`src/include/period_timer_defines.svh`:
```
// Register map, field positions and reset values of the period timer
`ifndef PERIOD_TIMER_DEFINES_SVH
`define PERIOD_TIMER_DEFINES_SVH

// ==========================================================================
// Register offsets, one per timer instance group
`define ADDR_CONTROL      4'h0
`define ADDR_PERIOD       4'h1
`define ADDR_MODE         4'h2
`define ADDR_RESET_SEL    4'h3
`define ADDR_COUNT        4'h4
`define ADDR_PULSE_WIDTH  4'h5
`define ADDR_STATUS       4'h6
`define ADDR_MASK         4'h7
`define ADDR_INST_STRIDE  4'h8

// ==========================================================================
// Control field positions
`define CTRL_RUN_BIT      7
`define CTRL_PRE_MSB      6
`define CTRL_PRE_LSB      4
`define CTRL_POST_MSB     3
`define CTRL_POST_LSB     0

// ==========================================================================
// Reset values and modes
`define CONTROL_RESET     8'h00
`define PERIOD_RESET      8'hff
`define MODE_RESET        5'h00
`define MODE_ONE_SHOT     5'h08
`define STAT_PERIOD_BIT   0
`define STAT_MATCH_BIT    1

`endif

```
`src/include/period_timer_pkg.sv`:
```
// Types shared by the period timer files
package period_timer_pkg;

  typedef logic [7:0] byte_t;

  typedef enum logic [1:0]
  {
    ST_IDLE    = 2'b00,
    ST_RUN     = 2'b01,
    ST_PAUSED  = 2'b10,
    ST_DONE    = 2'b11
  } timer_state_t;

endpackage : period_timer_pkg

```
`src/period_timer_core.sv`:
```
// One period timer instance: prescaler, counter, postscaler and PWM drive
`timescale 1ns/100ps
`include "period_timer_defines.svh"

module period_timer_core
(
  input  wire logic                  clock,
  input  wire logic                  reset,
  input  wire logic                  runSet,
  input  wire logic                  runClear,
  input  wire logic [2:0]            prescaleSel,
  input  wire logic [3:0]            postscaleSel,
  input  wire logic [4:0]            modeSel,
  input  wire period_timer_pkg::byte_t periodValue,
  input  wire period_timer_pkg::byte_t pulseWidth,
  input  wire logic                  extReset,
  output logic                       runBit,
  output period_timer_pkg::byte_t    count,
  output logic                       periodEvent,
  output logic                       matchEvent,
  output logic                       pwmDrive
);
  import period_timer_pkg::*;

  // ========================================================================
  // State
  timer_state_t state_r;
  timer_state_t state_nxt;
  logic [6:0]   pre_r;
  logic [3:0]   post_r;
  byte_t        count_r;
  logic         pwm_r;
  logic         run_r;

  wire oneShot   = (modeSel == `MODE_ONE_SHOT);
  wire paused    = (state_r == ST_PAUSED);
  wire counting  = run_r;
  // Divide by 2**code: tick when the low code bits of prescaler all set
  wire [6:0] preMask = 7'((8'h01 << prescaleSel) - 8'h01);
  wire preTick   = counting && ((pre_r & preMask) == preMask);
  wire periodHit = (count_r == periodValue);
  wire wrapTick  = preTick && periodHit;
  wire postHit   = (post_r == postscaleSel);
  wire pwHit     = preTick && (count_r == pulseWidth);
  // Run bit hold-off: a start after the hardware clear is a fresh cycle
  wire freshStart = runSet && !run_r && !paused;
  wire osDone     = oneShot && wrapTick;

  // Cleared run keeps state only while a one-shot cycle is mid-flight
  wire holdReset  = !run_r && !paused;

  always_comb
  begin
    state_nxt = state_r;
    case (state_r)
      ST_IDLE:   state_nxt = runSet ? ST_RUN : ST_IDLE;
      ST_RUN:
      begin
        if (osDone)
          state_nxt = ST_DONE;
        else if (runClear && oneShot)
          state_nxt = ST_PAUSED;
        else if (runClear)
          state_nxt = ST_IDLE;
      end
      ST_PAUSED: state_nxt = runSet ? ST_RUN : ST_PAUSED;
      ST_DONE:   state_nxt = runSet ? ST_RUN : ST_DONE;
      default:   state_nxt = ST_IDLE;
    endcase
  end

  always_ff @(posedge clock)
  begin
    if (reset)
    begin
      state_r <= ST_IDLE;
      run_r   <= 1'b0;
    end
    else
    begin
      state_r <= state_nxt;
      // Hardware clear beats the software set in the match cycle
      run_r   <= osDone ? 1'b0 : (runSet | (run_r & ~runClear));
    end
  end

  always_ff @(posedge clock)
  begin
    if (reset || holdReset || (freshStart && state_r == ST_DONE))
    begin
      pre_r   <= 7'h00;
      count_r <= 8'h00;
      post_r  <= 4'h0;
    end
    else if (extReset)
    begin
      pre_r   <= 7'h00;
      count_r <= 8'h00;
    end
    else if (preTick)
    begin
      pre_r   <= 7'h00;
      count_r <= periodHit ? 8'h00 : count_r + 8'h01;
      if (periodHit)
        post_r <= postHit ? 4'h0 : post_r + 4'h1;
    end
    else if (counting)
      pre_r <= pre_r + 7'h01;
  end

  // Drive starts on the run set, ends at the width match; pauses hold it
  always_ff @(posedge clock)
  begin
    if (reset)
      pwm_r <= 1'b0;
    else if (runSet && !paused)
      pwm_r <= 1'b1;
    else if (pwHit)
      pwm_r <= 1'b0;
  end

  assign runBit      = run_r;
  assign count       = count_r;
  assign periodEvent = wrapTick && postHit;
  assign matchEvent  = wrapTick;
  assign pwmDrive    = pwm_r;

endmodule : period_timer_core

```
`src/period_timer_one_shot.sv`:
```
// Three period timer instances behind a simple register port
`timescale 1ns/100ps
`include "period_timer_defines.svh"

// Function
// - Eight-bit counter and period, free running or externally controlled.
// - Three-bit prescale code divides clock by two to the code.
// - Four-bit postscale code n gives ratio one to n plus one.
// - Selected external signal resets the count.
// - Mode value 01000 selects software-start one-shot.
// - One-shot period match resets counter and clears run bit.
// - Hardware-cleared run bit is what software reads back.
// - One-shot restarts only when software sets the run bit.
// - New one-shot cycle only after a period-match hardware clear.
// - One-shot clear then set mid-cycle pauses and resumes to completion.
// - PWM drive starts in the cycle the run bit is set.
// - PWM drive ends at width match, stays off until next start.
// - Run bit cleared mid one-shot extends active PWM drive by that time.
// - Three identical instances, each with its own period.
module period_timer_one_shot
#(
  parameter int INSTANCES = 3,
  parameter int RESET_SRCS = 4
)
(
  input  wire logic                  clock,
  input  wire logic                  reset,
  input  wire logic [5:0]            address,
  input  wire period_timer_pkg::byte_t writeData,
  input  wire logic                  writeStrobe,
  input  wire logic                  readStrobe,
  output period_timer_pkg::byte_t    readData,
  input  wire logic [RESET_SRCS-1:0] extResetIn,
  output logic [INSTANCES-1:0]       pwmDrive,
  output logic                       irq
);
  import period_timer_pkg::*;

  // ========================================================================
  // Address split: instance index above, register below
  wire [1:0] instSel = address[4:3];
  wire [2:0] regSel  = address[2:0];
  wire       inRange = (address[5] == 1'b0) && (instSel < 2'(INSTANCES));

  function automatic logic hitReg(input logic [2:0] sel,
                                  input logic [3:0] off);
    hitReg = (sel == off[2:0]);
  endfunction : hitReg

  byte_t readMux [INSTANCES];
  byte_t readData_r;

  // ========================================================================
  // Instances
  genvar g;
  generate
    for (g = 0; g < INSTANCES; g = g + 1)
    begin : gen_inst
      byte_t      control_r;
      byte_t      period_r;
      logic [4:0] mode_r;
      logic [1:0] rstSel_r;
      byte_t      width_r;
      logic [1:0] status_r;
      logic [1:0] mask_r;
      logic       runBit;
      byte_t      count;
      logic       periodEvent;
      logic       matchEvent;

      wire mine   = inRange && (instSel == 2'(g));
      wire wr     = writeStrobe && mine;
      wire wrCtl  = wr && hitReg(regSel, `ADDR_CONTROL);
      wire runSet = wrCtl && writeData[`CTRL_RUN_BIT] && !runBit;
      wire runClr = wrCtl && !writeData[`CTRL_RUN_BIT] && runBit;
      wire [1:0] events = {matchEvent, periodEvent};
      wire [1:0] w1c = (wr && hitReg(regSel, `ADDR_STATUS)) ?
                       writeData[1:0] : 2'b00;

      always_ff @(posedge clock)
      begin
        if (reset)
        begin
          control_r <= `CONTROL_RESET;
          period_r  <= `PERIOD_RESET;
          mode_r    <= `MODE_RESET;
          rstSel_r  <= 2'b00;
          width_r   <= 8'h00;
          status_r  <= 2'b00;
          mask_r    <= 2'b00;
        end
        else
        begin
          if (wrCtl)
            control_r <= writeData;
          if (wr && hitReg(regSel, `ADDR_PERIOD))
            period_r <= writeData;
          if (wr && hitReg(regSel, `ADDR_MODE))
            mode_r <= writeData[4:0];
          if (wr && hitReg(regSel, `ADDR_RESET_SEL))
            rstSel_r <= writeData[1:0];
          if (wr && hitReg(regSel, `ADDR_PULSE_WIDTH))
            width_r <= writeData;
          if (wr && hitReg(regSel, `ADDR_MASK))
            mask_r <= writeData[1:0];
          // Set wins over the write-one clear
          status_r <= (status_r & ~w1c) | events;
        end
      end

      period_timer_core u_core
      (
        .clock        (clock),
        .reset        (reset),
        .runSet       (runSet),
        .runClear     (runClr),
        .prescaleSel  (control_r[`CTRL_PRE_MSB:`CTRL_PRE_LSB]),
        .postscaleSel (control_r[`CTRL_POST_MSB:`CTRL_POST_LSB]),
        .modeSel      (mode_r),
        .periodValue  (period_r),
        .pulseWidth   (width_r),
        .extReset     (extResetIn[rstSel_r]),
        .runBit       (runBit),
        .count        (count),
        .periodEvent  (periodEvent),
        .matchEvent   (matchEvent),
        .pwmDrive     (pwmDrive[g])
      );

      // Run bit reads live state so hardware clears are visible
      wire byte_t ctlRead = {runBit, control_r[6:0]};
      assign readMux[g] =
        hitReg(regSel, `ADDR_CONTROL)     ? ctlRead :
        hitReg(regSel, `ADDR_PERIOD)      ? period_r :
        hitReg(regSel, `ADDR_MODE)        ? {3'b000, mode_r} :
        hitReg(regSel, `ADDR_RESET_SEL)   ? {6'h00, rstSel_r} :
        hitReg(regSel, `ADDR_COUNT)       ? count :
        hitReg(regSel, `ADDR_PULSE_WIDTH) ? width_r :
        hitReg(regSel, `ADDR_STATUS)      ? {6'h00, status_r} :
                                            {6'h00, mask_r};
    end
  endgenerate

  // ========================================================================
  // Interrupt and read port
  logic [INSTANCES-1:0] pend;
  generate
    for (g = 0; g < INSTANCES; g = g + 1)
    begin : gen_irq
      assign pend[g] = |(gen_inst[g].status_r & gen_inst[g].mask_r);
    end
  endgenerate
  assign irq = |pend;

  // Unmapped reads answer zero
  wire byte_t readSel = inRange ? readMux[instSel] : 8'h00;

  always_ff @(posedge clock)
  begin
    if (reset)
      readData_r <= 8'h00;
    else
      readData_r <= readStrobe ? readSel : 8'h00;
  end
  assign readData = readData_r;

endmodule : period_timer_one_shot

```
`config.mk`:
```
export PLATFORM = sky130hd
export DESIGN_NAME = period_timer_one_shot
export DESIGN_NICKNAME = d
export VERILOG_FILES = /design/src/include/period_timer_pkg.sv /design/src/period_timer_core.sv /design/src/period_timer_one_shot.sv
export VERILOG_INCLUDE_DIRS = /design/src /design/src/include
export SDC_FILE = /design/constraint.sdc
export NUM_CORES = 1
export LEC_CHECK = 0
export CAP_MARGIN = 20
export CORE_MARGIN = 5
export CORE_UTILIZATION = 55
export CTS_CLUSTER_SIZE = 16
export DETAILED_ROUTE_END_ITERATION = 16
export DONT_BUFFER_PORTS = 1
export HOLD_SLACK_MARGIN = 0.15
export PLACE_DENSITY_LB_ADDON = 0.25
export SYNTH_ARGS = -nofsm -noshare
export SYNTH_HDL_FRONTEND = slang
export SYNTH_SLANG_ARGS = --single-unit
```
`constraint.sdc`:
```
create_clock -name clock -period 2.7 [get_ports clock]
set_clock_uncertainty 0.15 [all_clocks]
set_input_delay 0.54 -clock clock [delete_from_list [all_inputs] [get_ports clock]]
set_output_delay 0.54 -clock clock [all_outputs]
set_load 0.005 [all_outputs]
```
==> metrics <==
DP HPWL 19.1 mm; met3 Track Usage GR 8.40%; I/O Buffers 0; Pleak 3.44 nW; Vias 8798; Worst-Margin Slew 1180 ps; Seq/Total Area, Yosys 37.3%; insertion delay to the later sink of the worst-skew pair 440 ps; Synth area leaders dfxtp_1 (37%), nand2_1 (6.7%), a21oi_1 (6.2%); final setup fails 0; CTS tree done; DP Worst Slack 364 ps; PnR worst setup slack 346 ps; Tcrit/Tclk final 87.2%; Hold Vio Cnt, Final 0; vias in the first global route 8229; Vert. Die Dim 142 microns; Final Critical Period 2350 ps; largest family of logic cells by synthesized area simple AND/OR/NAND/NOR gates; Iter 0 DRT Violations 879; WS Path Type flip-flop to flip-flop; final cell count without fillers 1365; Global Route Usage Sum 28.9%; most common cell after layout, fill and taps aside dfxtp_1; initial antenna violation count 2; fraction of layout instances using a drive strength above 1 9.22%; met2 usage 43.3%; met1 GRT Util 39.6%; CTS H-Tree Depth 4; Synth Area in XOR/XNOR 7.12%; initial core utilization 55.7%; placed insts 1320; Synth Flop Type dfxtp_1; post-synth top area share 37.3%; Netlist cell types 71; Cell Area, Synth 9600 sq um; largest area contributor in the synthesized netlist dfxtp_1; # IOs 34; relative max-transition margin 21.2%; area growth from synthesis to layout 8.95%; status complete, no violations; Post-CTS Setup Inserts 0; Synth Area in Simple Gates 23.0%; worst min-delay path category primary input to flip-flop; Overall Power 0.00542 W; Die Span X 142 microns; most frequent cells in the layout dfxtp_1 (179), nand2_1 (172), a21oi_1 (119), nor2_1 (64), o21ai_0 (59); Async S/R FF share, synth 0%; fin. max-slew vios 0; syn_nets 1182; Post-Route Setup TNS 0 ps; full die area 20200 sq um; clk root buf clkbuf_16; fmax 425 MHz; Vias/cell 6.45; Avg Inst Size Synth 8.34 sq um; final WL 28.8 mm; Post-Synth Adder-Cell Area 1.17%; RSZ-0062 raised after global routing no; Clock transition at path regs 70 ps; Routed Antenna Nets 0; Detailed Routing Iterations Pass 1 5; Rows 48; WL/cell 21.1 microns; grt total ovfl 0; complex-gate fraction of the synthesized area 17.0%; nature of the critical path endpoint flip-flop; Peak VDD IR 478 uV; global-route wire length before repair 45.5 mm; pin count of the biggest net entering global routing 84; mux contribution to synthesized area 9.89%; Max Cap Violations 0; clk sink count 179; critical path required time 2830 ps; fin nets 1157; arrival time at the worst endpoint 2480 ps; CP Max Fanout 19; Ys Warns 0; GRT Max-Usage Layer met2; Final GP Congestion 0.976; Cell Pwr Density 519 nW/um^2; TritonCTS Buffers 17; core area 17200 sq um; drt drc 0; clk buf depth 2; critical path startpoint category flip-flop; Mapped Cells 1151; flops & latches, synth 179; Post-synth EDFFs 0
-- final cells by class --
cell class / count / area (sq um)
well taps: 225 / 282
fillers: 1530 / 6780
diodes: 1 / 2.50
repair buffers: 43 / 370
clock buffers: 20 / 467
clock inverters: 12 / 130
inverters: 11 / 41.3
flip-flops and latches: 179 / 3580
multi-input cells: 874 / 5580
-- worst paths after layout --
kind / from / end / slack (ps) / depth (start not counted)
worst max-delay path: gen_inst[0].u_core.pre_r[0] / gen_inst[0].u_core.count[4] / 350 / 5
worst min-delay path: writeData[7] / gen_inst[0].u_core.state_r[0] / 170 / 2
worst max register to register: gen_inst[0].u_core.pre_r[0] / gen_inst[0].u_core.count[4] / 350 / 5
worst min register to register: gen_inst[2].mode_r[1] / gen_inst[2].mode_r[1] / 330 / 2
-- through the flow --
stage                     area, sq um  util, %  hold WS (ps)
after floorplan                  9600        -           288
after global placement           9720     56.4           298
after detailed placement         9720     56.4           309
after CTS                       10500     60.7           155
after global routing            10500     60.7           156
final                           10500     60.7           171
-- critical path, cell delays in order (launching register included) --
cell     delay [ps]
dfxtp_1         420
nand2_1         100
a21o_1          230
or2_1           410
o31ai_1         790
a21oi_1          80
-- metal layers --
metal  routed length, microns  up-vias
li1                         -     4091
met5                       13        -
met3                     3020       70
met1                    12000     4214
met4                     1020        2
met2                    12800      421
-- Yosys cell counts, types with 23 or more instances --
library cell,number
a21oi_1,119
clkbuf_1,50
dfxtp_1,179
mux2i_1,42
nand2_1,172
nand3_1,54
nand4_1,26
nor2_1,64
o21ai_0,59
or4_1,23
xnor2_1,39
xor2_1,39
-- flip-flops by register name, indices dropped and copies added (netlist names), named ones only --
| name | cells |
|---|---|
| gen_inst.u_core.pre_r | 21 |
| gen_inst.period_r | 24 |
| gen_inst.status_r | 6 |
| gen_inst.mask_r | 6 |
| gen_inst.control_r | 21 |
| gen_inst.u_core.pwmDrive | 3 |
| gen_inst.u_core.post_r | 12 |
| gen_inst.u_core.state_r | 6 |
| gen_inst.u_core.count | 24 |
| readData | 8 |
| gen_inst.mode_r | 15 |
| gen_inst.rstSel_r | 6 |
| gen_inst.width_r | 24 |
-- power breakdown --
group / internal, W / total, W / leakage [nW] / switching, W
combinational: 0.0000916 / 0.000255 / 1.71 / 0.000163
sequential: 0.00265 / 0.00266 / 1.44 / 0.00000880
clock: 0.00144 / 0.00251 / 0.292 / 0.00108
total: 0.00418 / 0.00542 / 3.44 / 0.00125
-- cells by family (layout without fill, tap and decap cells) --
| family | Yosys count | count (layout) |
|---|---|---|
| fa+ha+maj | 9 | 9 |
| xor+xnor | 78 | 78 |
| mux | 73 | 73 |
| buf+inv | 98 | 86 |
| simple gates | 442 | 442 |
| compound gates | 272 | 272 |
| flops | 179 | 179 |
| other cells | 0 | 1 |
-- what timing repair did --
action                                 CTS  global route
resized for setup                        0             0
hold buffers                            12             0
endpoints found under the hold margin  110             0
No activity file was read; power rests on OpenSTA's default activity.
